**src/include/tsa_pkg.sv**
```systemverilog
// Shared constants and types for the two-channel serial audio port.
package tsa_pkg;
   localparam int unsigned CLK_HZ = 100000000;
   localparam int unsigned WORD_MAX = 24;
   localparam int unsigned SUB_BITS = 32;
   localparam int unsigned BCLK_PER_FRAME = 64;
   localparam int unsigned MCLK_PER_FRAME = 256;
   localparam int unsigned MSB_SLOT = 1;
   localparam logic [4:0] MSB_SLOT_5 = 5'h01;
   localparam logic [4:0] SLOT_LAST = 5'h1f;
   localparam logic [4:0] WIDTH_DEF = 5'h18;
   localparam logic [4:0] WIDTH_MIN = 5'h08;
   localparam logic [7:0] RATE_DIV_DEF = 8'h08;
   localparam logic [23:0] ZERO_WORD = 24'h000000;
   localparam logic [4:0] ZERO_CNT = 5'h00;
   localparam logic [7:0] ZERO_DIV = 8'h00;
   typedef enum logic {CH_A, CH_B} tsa_chan_t;
   typedef enum logic [1:0] {FMT_SERIAL, FMT_PRO, FMT_CONSUMER} tsa_fmt_t;
endpackage

```
**src/hw/tsa_sync.sv**
```systemverilog
// Two-flip-flop synchroniser with edge detection on the settled copy.
`timescale 1ns/1ps
module tsa_sync (
   // Clock and reset.
   input wire logic sys_clk_in,
   input wire logic reset_n_in,
   // Asynchronous level in, settled level and edges out.
   input wire logic async_in,
   output logic level_out,
   output logic rise_out,
   output logic fall_out
);
   typedef struct packed {
      logic meta;
      logic settled;
      logic prev;
   } tsa_sync_state_t;
   tsa_sync_state_t st, next_st;

   // The first stage feeds only the second; edges are taken from stage two.
   always_comb begin
      next_st = st;
      next_st.meta = async_in;
      next_st.settled = st.meta;
      next_st.prev = st.settled;
   end

   always_ff @(posedge sys_clk_in or negedge reset_n_in) begin
      if (!reset_n_in) begin
         st <= '0;
      end else begin
         st <= next_st;
      end
   end

   assign level_out = st.settled;
   assign rise_out = st.settled & ~st.prev;
   assign fall_out = ~st.settled & st.prev;
endmodule // tsa_sync

```
**src/hw/tsa_clkgen.sv**
```systemverilog
// Divider that makes the 256x master clock and the 64x bit clock enables.
`timescale 1ns/1ps
module tsa_clkgen (
   // Clock and reset.
   input wire logic sys_clk_in,
   input wire logic reset_n_in,
   // Half period of the master clock in system cycles.
   input wire logic [7:0] half_div_in,
   // Master clock level and bit clock edge enables.
   output logic mclk_out,
   output logic bclk_out,
   output logic bclk_rise_out,
   output logic bclk_fall_out
);
   typedef struct packed {
      logic [7:0] div;
      logic [2:0] phase;
      logic mclk;
      logic bclk;
      logic rise;
      logic fall;
   } tsa_clkgen_state_t;
   tsa_clkgen_state_t st, next_st;

   // Eight master half periods make one bit period, hence 256 over 64.
   always_comb begin
      next_st = st;
      next_st.rise = 1'b0;
      next_st.fall = 1'b0;
      if (st.div + 8'h01 >= half_div_in) begin
         next_st.div = tsa_pkg::ZERO_DIV;
         next_st.mclk = ~st.mclk;
         next_st.phase = st.phase + 3'h1;
         if (st.phase == 3'h3) begin
            next_st.bclk = 1'b0;
            next_st.fall = 1'b1;
         end else if (st.phase == 3'h7) begin
            next_st.bclk = 1'b1;
            next_st.rise = 1'b1;
         end
      end else begin
         next_st.div = st.div + 8'h01;
      end
   end

   always_ff @(posedge sys_clk_in or negedge reset_n_in) begin
      if (!reset_n_in) begin
         st <= '0;
      end else begin
         st <= next_st;
      end
   end

   assign mclk_out = st.mclk;
   assign bclk_out = st.bclk;
   assign bclk_rise_out = st.rise;
   assign bclk_fall_out = st.fall;
endmodule // tsa_clkgen

```
**src/hw/tsa_port.sv**
```systemverilog
// Two-channel serial audio port: receiver, transmitter and clock outputs.
`timescale 1ns/1ps
// Overview of operation
// Source changes data and sync on rising edge.
// Input data sampled on bit clock falling edge.
// MSB in second bit slot of sub-frame.
// Input bit clock is 64x frame rate.
// Input sync low for A, high for B.
// Input frame rate within 27 to 54 kHz.
// Optional input master clock is 256x rate.
// Input always two-channel, word-wide sync.
// Output words up to 24 bits, width set.
// Output MSB one bit after sync edge.
// Output bit clock is 64x sample rate.
// Output data changes on bit clock rise.
// Output sync low for A, high for B.
// Serial port and digital interface share hardware.
// Master clock output at 256x sample rate.
// Transmit frame sync follows reference when slaved.
// Zero beyond width; ignore input past bit 24.
// Parallel word at sync edge; preload output word.
module tsa_port (
   // Clock and reset.
   input wire logic sys_clk_in,
   input wire logic reset_n_in,
   // Configuration.
   input wire logic [1:0] in_format_in,
   input wire logic [1:0] out_format_in,
   input wire logic [4:0] out_width_in,
   input wire logic [7:0] rate_half_div_in,
   input wire logic ref_slave_in,
   input wire logic ref_sync_in,
   // Serial input pins.
   input wire logic ser_in_data_in,
   input wire logic ser_in_bclk_in,
   input wire logic ser_in_fsync_in,
   input wire logic ser_in_mclk_in,
   // Received words.
   output logic [23:0] rx_word_out,
   output logic rx_chan_b_out,
   output logic rx_valid_out,
   output logic rx_mclk_seen_out,
   // Words to send.
   input wire logic [23:0] tx_word_a_in,
   input wire logic [23:0] tx_word_b_in,
   output logic tx_take_out,
   // Serial output pins.
   output logic ser_out_data_out,
   output logic ser_out_bclk_out,
   output logic ser_out_fsync_out,
   output logic mclk_out,
   output logic tx_fsync_out
);
   typedef struct packed {
      logic [23:0] rx_shift;
      logic [4:0] rx_slot;
      logic rx_side;
      logic [23:0] rx_word;
      logic rx_chan_b;
      logic rx_valid;
      logic rx_mclk_seen;
      logic [23:0] tx_shift;
      logic [23:0] tx_next_a;
      logic [23:0] tx_next_b;
      logic [4:0] tx_slot;
      logic tx_side;
      logic tx_take;
      logic ser_data;
      logic ser_bclk;
      logic ser_fsync;
      logic mclk;
      logic tx_fsync;
   } tsa_port_state_t;
   tsa_port_state_t st, next_st;

   logic bclk_lvl, bclk_rise, bclk_fall;
   logic fs_lvl, dat_lvl, mck_rise, ref_lvl;
   logic gen_mclk, gen_bclk, gen_rise, gen_fall;
   logic in_serial, out_serial;

   // The bit clock and pins are sampled by the system clock, so the input
   // bit clock must stay well below a quarter of the system rate.
   tsa_sync u_bclk (
      .sys_clk_in(sys_clk_in),
      .reset_n_in(reset_n_in),
      .async_in(ser_in_bclk_in),
      .level_out(bclk_lvl),
      .rise_out(bclk_rise),
      .fall_out(bclk_fall)
   );
   tsa_sync u_fsync (
      .sys_clk_in(sys_clk_in),
      .reset_n_in(reset_n_in),
      .async_in(ser_in_fsync_in),
      .level_out(fs_lvl),
      .rise_out(),
      .fall_out()
   );
   tsa_sync u_data (
      .sys_clk_in(sys_clk_in),
      .reset_n_in(reset_n_in),
      .async_in(ser_in_data_in),
      .level_out(dat_lvl),
      .rise_out(),
      .fall_out()
   );
   tsa_sync u_mclk (
      .sys_clk_in(sys_clk_in),
      .reset_n_in(reset_n_in),
      .async_in(ser_in_mclk_in),
      .level_out(),
      .rise_out(mck_rise),
      .fall_out()
   );
   tsa_sync u_ref (
      .sys_clk_in(sys_clk_in),
      .reset_n_in(reset_n_in),
      .async_in(ref_sync_in),
      .level_out(ref_lvl),
      .rise_out(),
      .fall_out()
   );

   tsa_clkgen u_gen (
      .sys_clk_in(sys_clk_in),
      .reset_n_in(reset_n_in),
      .half_div_in(rate_half_div_in),
      .mclk_out(gen_mclk),
      .bclk_out(gen_bclk),
      .bclk_rise_out(gen_rise),
      .bclk_fall_out(gen_fall)
   );

   // Only one of the two interfaces owns the shared hardware at a time.
   assign in_serial = (in_format_in == 2'(tsa_pkg::FMT_SERIAL));
   assign out_serial = (out_format_in == 2'(tsa_pkg::FMT_SERIAL));

   function automatic logic [23:0] tsa_mask(input logic [23:0] w, input logic [4:0] width);
      logic [23:0] m;
      m = ~tsa_pkg::ZERO_WORD;
      if (width < 5'(tsa_pkg::WORD_MAX)) begin
         m = ~(m >> width);
      end
      return w & m;
   endfunction

   function automatic logic [4:0] tsa_width(input logic [4:0] w);
      logic [4:0] r;
      r = w;
      if (w > 5'(tsa_pkg::WORD_MAX)) begin
         r = 5'(tsa_pkg::WORD_MAX);
      end else if (w < tsa_pkg::WIDTH_MIN) begin
         r = tsa_pkg::WIDTH_MIN;
      end
      return r;
   endfunction

   localparam logic [4:0] SLOT_LOAD = 5'h10;

   always_comb begin
      next_st = st;
      next_st.rx_valid = 1'b0;
      next_st.tx_take = 1'b0;
      if (mck_rise) begin
         next_st.rx_mclk_seen = 1'b1;
      end
      // Receiver: sample on falling bit clock edge; the sync level names the
      // channel and always spans a whole sub-frame.
      if (in_serial && bclk_fall) begin
         if (fs_lvl != st.rx_side) begin
            next_st.rx_word = st.rx_shift;
            next_st.rx_chan_b = st.rx_side;
            next_st.rx_valid = 1'b1;
            next_st.rx_side = fs_lvl;
            next_st.rx_slot = tsa_pkg::ZERO_CNT;
            next_st.rx_shift = tsa_pkg::ZERO_WORD;
         end else begin
            if (st.rx_slot != tsa_pkg::SLOT_LAST) begin
               next_st.rx_slot = st.rx_slot + 5'h01;
            end
            // Slot 0 carries no data; slots past the 24th are dropped.
            if (st.rx_slot + 5'h01 >= tsa_pkg::MSB_SLOT_5 &&
                st.rx_slot + 5'h01 <= 5'(tsa_pkg::WORD_MAX)) begin
               next_st.rx_shift[5'(tsa_pkg::WORD_MAX) - (st.rx_slot + 5'h01)] = dat_lvl;
            end
         end
      end
      // Transmitter: 32 slots per channel; everything moves on the rising edge.
      // The frame counter runs in every format so the transmit sync keeps the sample rate.
      if (gen_rise) begin
         next_st.tx_slot = st.tx_slot + 5'h01;
         next_st.ser_data = 1'b0;
         if (st.tx_slot == tsa_pkg::SLOT_LAST) begin
            next_st.tx_side = ~st.tx_side;
            next_st.tx_shift = st.tx_side ? tsa_mask(st.tx_next_a, tsa_width(out_width_in))
                                          : tsa_mask(st.tx_next_b, tsa_width(out_width_in));
         end else if (st.tx_slot + 5'h01 >= tsa_pkg::MSB_SLOT_5 &&
                      st.tx_slot < 5'(tsa_pkg::WORD_MAX)) begin
            next_st.ser_data = st.tx_shift[23];
            next_st.tx_shift = {st.tx_shift[22:0], 1'b0};
         end
         // Words for the next frame are taken well before the first MSB.
         if (out_serial && st.tx_slot == SLOT_LOAD && st.tx_side) begin
            next_st.tx_next_a = tx_word_a_in;
            next_st.tx_next_b = tx_word_b_in;
            next_st.tx_take = 1'b1;
         end
      end
      if (out_serial) begin
         next_st.ser_bclk = gen_bclk;
         next_st.ser_fsync = next_st.tx_side;
      end else begin
         next_st.ser_bclk = 1'b0;
         next_st.ser_data = 1'b0;
         next_st.ser_fsync = 1'b0;
      end
      next_st.mclk = gen_mclk;
      // The frame sync marker follows the reference when the rate is slaved.
      next_st.tx_fsync = ref_slave_in ? ref_lvl : st.tx_side;
   end

   always_ff @(posedge sys_clk_in or negedge reset_n_in) begin
      if (!reset_n_in) begin
         st <= '0;
      end else begin
         st <= next_st;
      end
   end

   assign rx_word_out = st.rx_word;
   assign rx_chan_b_out = st.rx_chan_b;
   assign rx_valid_out = st.rx_valid;
   assign rx_mclk_seen_out = st.rx_mclk_seen;
   assign tx_take_out = st.tx_take;
   assign ser_out_data_out = st.ser_data;
   assign ser_out_bclk_out = st.ser_bclk;
   assign ser_out_fsync_out = st.ser_fsync;
   assign mclk_out = st.mclk;
   assign tx_fsync_out = st.tx_fsync;
endmodule // tsa_port

```
**config.mk**
```make
export PLATFORM = sky130hd
export DESIGN_NAME = tsa_port
export DESIGN_NICKNAME = d
export VERILOG_FILES = /design/src/include/tsa_pkg.sv /design/src/hw/tsa_sync.sv /design/src/hw/tsa_clkgen.sv /design/src/hw/tsa_port.sv
export SDC_FILE = /design/constraint.sdc
export NUM_CORES = 1
export LEC_CHECK = 0
export ABC_AREA = 1
export BUFFER_PORTS_ARGS = -buffer_cell sky130_fd_sc_hd__buf_2
export CAP_MARGIN = 20
export CORE_MARGIN = 10
export CORE_UTILIZATION = 55
export CTS_BUF_LIST = sky130_fd_sc_hd__clkbuf_4 sky130_fd_sc_hd__clkbuf_8 sky130_fd_sc_hd__clkbuf_16
export DETAILED_ROUTE_END_ITERATION = 7
export PLACE_DENSITY = 0.77
export SYNTH_ARGS = -nofsm -noshare
export SYNTH_HDL_FRONTEND = slang
export SYNTH_SLANG_ARGS = --single-unit
```
**constraint.sdc**
```tcl
create_clock -name sys_clk_in -period 5.8 [get_ports sys_clk_in]
set_clock_uncertainty 0.05 [all_clocks]
set_input_delay 0.87 -clock sys_clk_in [delete_from_list [all_inputs] [get_ports sys_clk_in]]
set_output_delay 0.87 -clock sys_clk_in [all_outputs]
set_load 0.005 [all_outputs]
```
; ---- After elaboration in Yosys (flattened, before gate mapping)
; Index checks and enable logic that the tools add are counted.
[classes]
n_addsub = 5
order_cmp = 10
eq_ne = 7
n_shift = 1
mux = 32
n_bitwise = 9
n_reduce_logical = 18
[ops]
columns = operator, count
row1 = $mux 24, 7
row2 = $and 24x24->24, 2
row3 = $mux 29, 1
row4 = $mux 5, 5
row5 = $bwmux 24, 1
row6 = $not 24->24, 1
row7 = $shr 24x5->24 const A, 1
row8 = $ge 5x1->1 const B, 3
row9 = $mux 1, 12
row10 = $reduce_and 2->1, 6
row11 = $add 5x1->5 const B, 2
row12 = $eq 5x5->1 const B, 2
row13 = $lt 5x5->1 const B, 2
row14 = $add 8x1->8 const B, 1
row15 = $ge 8x8->1, 1
row16 = $mux 8, 1
row17 = $reduce_bool 2->1, 4
row18 = $logic_and 1x1->1, 6
row19 = $lt 5x6->1 const B, 1
row20 = $mux 2, 3
row21 = $demux 1 s5, 1
row22 = $gt 5x5->1 const B, 1
row23 = $le 5x5->1 const B, 1
row24 = $lt 5x4->1 const B, 1
row25 = 11 further kinds, 16
[word_totals]
ff_bits = 167
inputBits = 73
output_inout_bits = 33
elab_cells = 117

; ---- Logic depth before layout (Yosys ltp)
[depth]
word_depth = 13
mapped_depth = 15

; ---- Modules after synthesis
; A second synthesis with hierarchy kept.
[unflattened]
cells_unflattened = 1045
area_unflattened_um2 = 8486.9
[modules_own_cells]
columns = module, n_inst, cells_each, area_per_inst_um2, seq_area_each_um2
row1 = tsa_port, 1, 894, 7090.6, 3528.4
row2 = tsa_clkgen, 1, 116, 945.9, 375.4
row3 = tsa_sync, 5, 7, 90.1, 75.1

; ---- Worst setup path before layout
; OpenSTA, ideal clock, no wires.
[synth_timing]
path_type = reg-to-reg
startpoint = register u_gen.st[7] (netlist bit)
endpoint = register u_gen.st (netlist bit u_gen.bclk_out)
setup_time_ns = 0.065
arrival_ns = 2.165
setup_slack_ns = 3.520
stages_incl_launch_ff = 15
n_path_buf = 1
cell_sequence = dfrtp_1 ha_1 nand2_1 inv_1 nand4_1 xor2_1 inv_1 ha_1 nand2_1 nor2_1 nand4_1 o2111ai_1 buf_2 nand2_1 nand2_1
[synth_between]
elab_chain_cells = 3
[synth_lines]
columns = item, line_no
row1 = start: declaration, tsa_clkgen.sv:23  ; tsa_clkgen_state_t st, next_st;
row2 = start signal: assignment, tsa_clkgen.sv:50  ; st <= next_st;
row3 = $add 8x1->8, tsa_clkgen.sv:30  ; if (st.div + 8'h01 >= half_div_in) begin
row4 = $ge 8x8->1, tsa_clkgen.sv:30
row5 = $reduce_and 2->1 (no line), n/a
; Every way passes these cells.
; A chain may end at the register's enable or synchronous reset.

; ---- Worst setup path after layout
[layout_timing]
startpoint = register st[6] (netlist bit)
endpoint = register st[24] (netlist bit)
[layout_between]
elab_chain_cells = 2
[layout_lines]
columns = item, line_no
row1 = start: declaration, tsa_port.sv:74  ; tsa_port_state_t st, next_st;
row2 = start signal: assignment, tsa_port.sv:226  ; st <= next_st;
row3 = $logic_and 1x1->1, tsa_port.sv:203  ; if (out_serial && st.tx_slot == SLOT_LOAD && st.tx_side) begin
row4 = $reduce_and 2->1 (no line), n/a
; Every way passes these cells.

==> summary.md <==
| Metric | Value |
|---|---|
| CP startpoint kind | `register` |
| DP HPWL | `12.2 mm` |
| GPL Wtd Cong | `0.915` |
| Final Setup Violations | `0` |
| Fin crit period | `between 3 and 4 ns` |
| Reg2reg setup slack | `~2.2 ns` |
| Worst VDD drop | `between 0.0003 and 0.0004 V` |
| Clock group share of total power | `about a third` |
| Starting Density | `56.0%` |
| FFs w/ async S/R, synth | `between 90% and 100%` |
| Die Y | `about 140 um` |
| Clock root buffer | `clkbuf_16` |
| Count leader, synth | `nand2_1` |
| Top cells by area, synth | `dfrtp_1, nand2_1, inv_1` |
| Clk pin slew, worst setup/hold paths | `0.06 ns` |
| GR Overflow Total | `0` |
| First DRT Iteration DRCs | `between 500 and 600` |
| WL per Instance | `13.9 um` |
| CP Buf/Inv Count | `4` |
| P per Cell Area | `around 370 nW/um2` |
| Min Hold Slack | `about 0.3 ns` |
| P_leak | `slightly above 5 nW` |
| Clk_lat worst skew | `between 0.4 and 0.5 ns` |
| Synth area leader | `dfrtp_1` |
| TritonCTS clock tree | `built` |
| Syn Inst Count | `a little over 1,000` |
| FF-to-FF path depth | `8` |
| Antenna-violating nets left | `0` |
| R2R Path End | `st[24]` |
| Largest net degree at the start of global routing | `63` |
| Worst stage delay on the critical path | `0.81 ns` |
| Net Sw Power | `1.02 mW` |
| Port Buffers | `roughly 110` |
| H-tree depth | `4` |
| Die width | `approximately 140 um` |
| Pins over their slew limit | `0` |
| Max-capacitance violation count | `0` |
| Number of diodes | `0` |
| Internal cell power | `2.33 mW` |
| Seq pwr share | `43.4%` |
| Worst Hold Path Cells | `0` |
| Main synth FF type | `dfrtp_1` |
| Hold Fails Final Rpt | `0` |
| Syn-to-layout area delta | `12.8%` |
| Slowest CP cell | `clkinv_1` |
| Synth Register Bits | `167` |
| RSZ-0062 raised after global routing | `no` |
| Period utilisation layout | `between 60% and 70%` |
| Synth cell count leaders | `nand2_1, dfrtp_1, inv_1` |
| Biggest register | `st` |
| Post-CTS setup buffer count | `0` |
| Fillers | `1,264` |
| Synth top area share | `roughly half` |
| Number of flops mapped to enable cells by yosys | `0` |
| Total track usage | `approximately 18%` |
| DR DRC count | `0` |
| Routed WL | `17.7 mm` |
| Vias in the first global route | `between 6,000 and 7,000` |
| FF-to-FF Start | `st[6]` |
| Share of cells above drive strength 1 | `between 10% and 20%` |
| Via density per instance | `5.03` |
| Design Power | `between 3 and 4 mW` |
| Switching share of power | `between 30 and 40%` |
| Rows | `44` |
| CP Cell Sequence | `inv_1, nor4_1, nand2_1, buf_4, clkinv_1, buf_4, nand2_1, o21ai_0` |
| # hold bufs at CTS | `0` |
| Initial antenna violation count | `0` |
| Critical path peak fanout | `39` |
| CP Class | `register to register` |
| WP depth | `8` |
| Synth Warn # | `0` |
| Slew margin rel. | `38.1%` |
| Gate power share | `about 22%` |
| Clock Sinks | `between 150 and 200` |
| Cts repair resizes | `0` |
| Clock Path Buffers | `2` |
| Setup TNS | `0 ns` |
| IO Pins | `106` |
| Pre-antenna DRT Iters | `5` |
| Final Core Density | `a little over three fifths` |
| Slew @ Worst Pin | `around 0.92 ns` |
| Fmax | `0.275 GHz` |
| Data required, critical path | `around 6 ns` |
| Sequential share of the synthesized area | `~52%` |
| Hold crit path type | `register to register` |
| Synthesized net count | `between 1,000 and 1,500` |
| Total Nets Final | `1,170` |
| Mapped Area | `slightly above 8000 um2` |
| Library cells used by synthesis | `38` |
| CTS Buf Count | `17` |
| Syn avg cell area | `about 8.0 um2` |
| Worst setup path end | `st[24]` |
| Via count | `around 6,400` |
| CORE AREA | `14,500 um2` |
| Cell family with most CP delay | `buffers and inverters` |
| First-pass GRT wire length | `around 30 mm` |
| Data arrival, critical path | `3.89 ns` |
| Outcome | `complete, no violations` |
| Crit path from | `st[6]` |
| Critical Path Sink Type | `register` |
| Max reg flops | `between 100 and 150` |
| Die ar. | `between 20,000 and 25,000 um2` |
[final cells by class]
cell class	count	area [um2]	share of cell area, %
clock buffer	20	460	5.03
clock inverter	12	151	1.65
inverter	94	353	3.86
multi-input combinational	682	3190	34.8
sequential	167	4180	45.7
tap	184	230	2.52
timing repair buffer	113	592	6.47
[power by group through the flow]
stage	registers [mW]	clock network, mW	logic [mW]
after floorplan	1.44	0	0.603
after global placement	1.47	0	0.730
after detailed placement	1.47	0	0.746
after CTS	1.46	1.18	0.751
after global routing	1.48	1.22	0.873
final	1.46	1.16	0.741
[layer usage]
metal	wire, um	GRT usage, %	vias to the layer above
met5	0	0	-
met4	223	5.11	0
met3	955	4.71	22
met2	8470	28.5	162
met1	8070	24.0	2956
li1	-	-	3254
[stage by stage]
| step | cell area [um2] | setup slack [ns] | instances |
|---|---|---|---|
| floorplan | 8110 | 3.52 | 1008 |
| global placement | 8540 | 2.29 | 1240 |
| detailed placement | 8540 | 2.21 | 1240 |
| CTS | 9150 | 2.18 | 1272 |
| global route | 9150 | 1.82 | 1272 |
| finish | 9150 | 2.16 | 1272 |
[logic make-up after synthesis]
kind of cell	after synthesis	synth area share, %
xor+xnor	12	1.39
buf+inv	159	9.24
flops	167	51.5
simple gates	544	27.1
fa+ha+maj	22	3.39
compound gates	104	7.34
[worst min-delay path by stage]
| stage | start | end | slack (ns) |
|---|---|---|---|
| detailed placement | u_mclk.next_st[1] | u_mclk.level_out | 0.29 |
| finish | u_ref.next_st[1] | u_ref.level_out | 0.30 |
| floorplan | u_bclk.next_st[1] | u_bclk.level_out | 0.28 |
| global placement | u_mclk.next_st[1] | u_mclk.level_out | 0.28 |
| CTS | u_mclk.next_st[1] | u_mclk.level_out | 0.30 |
| global route | u_ref.next_st[1] | u_ref.level_out | 0.32 |
[worst register-to-register path, cell delays in order (launching register included)]
cell and delay, ns:
dfrtp_1 0.72, inv_1 0.67, nor4_1 0.13, nand2_1 0.09, buf_4 0.30, clkinv_1 0.82
buf_4 0.54, nand2_1 0.12, o21ai_0 0.08
[placed cells by master, fill, tap and decap left out, types with 5 or more instances in the layout]
cell	n
a21oi_1	18
o21ai_0	59
dfrtp_1	167
buf_4	8
xor2_1	11
o21a_1	8
clkbuf_16	17
ha_1	22
nand3_1	44
inv_1	89
nand2_1	408
nor2_1	61
a21oi_2	5
nand4_1	15
buf_2	104
Power figures use the tool's default switching activity.
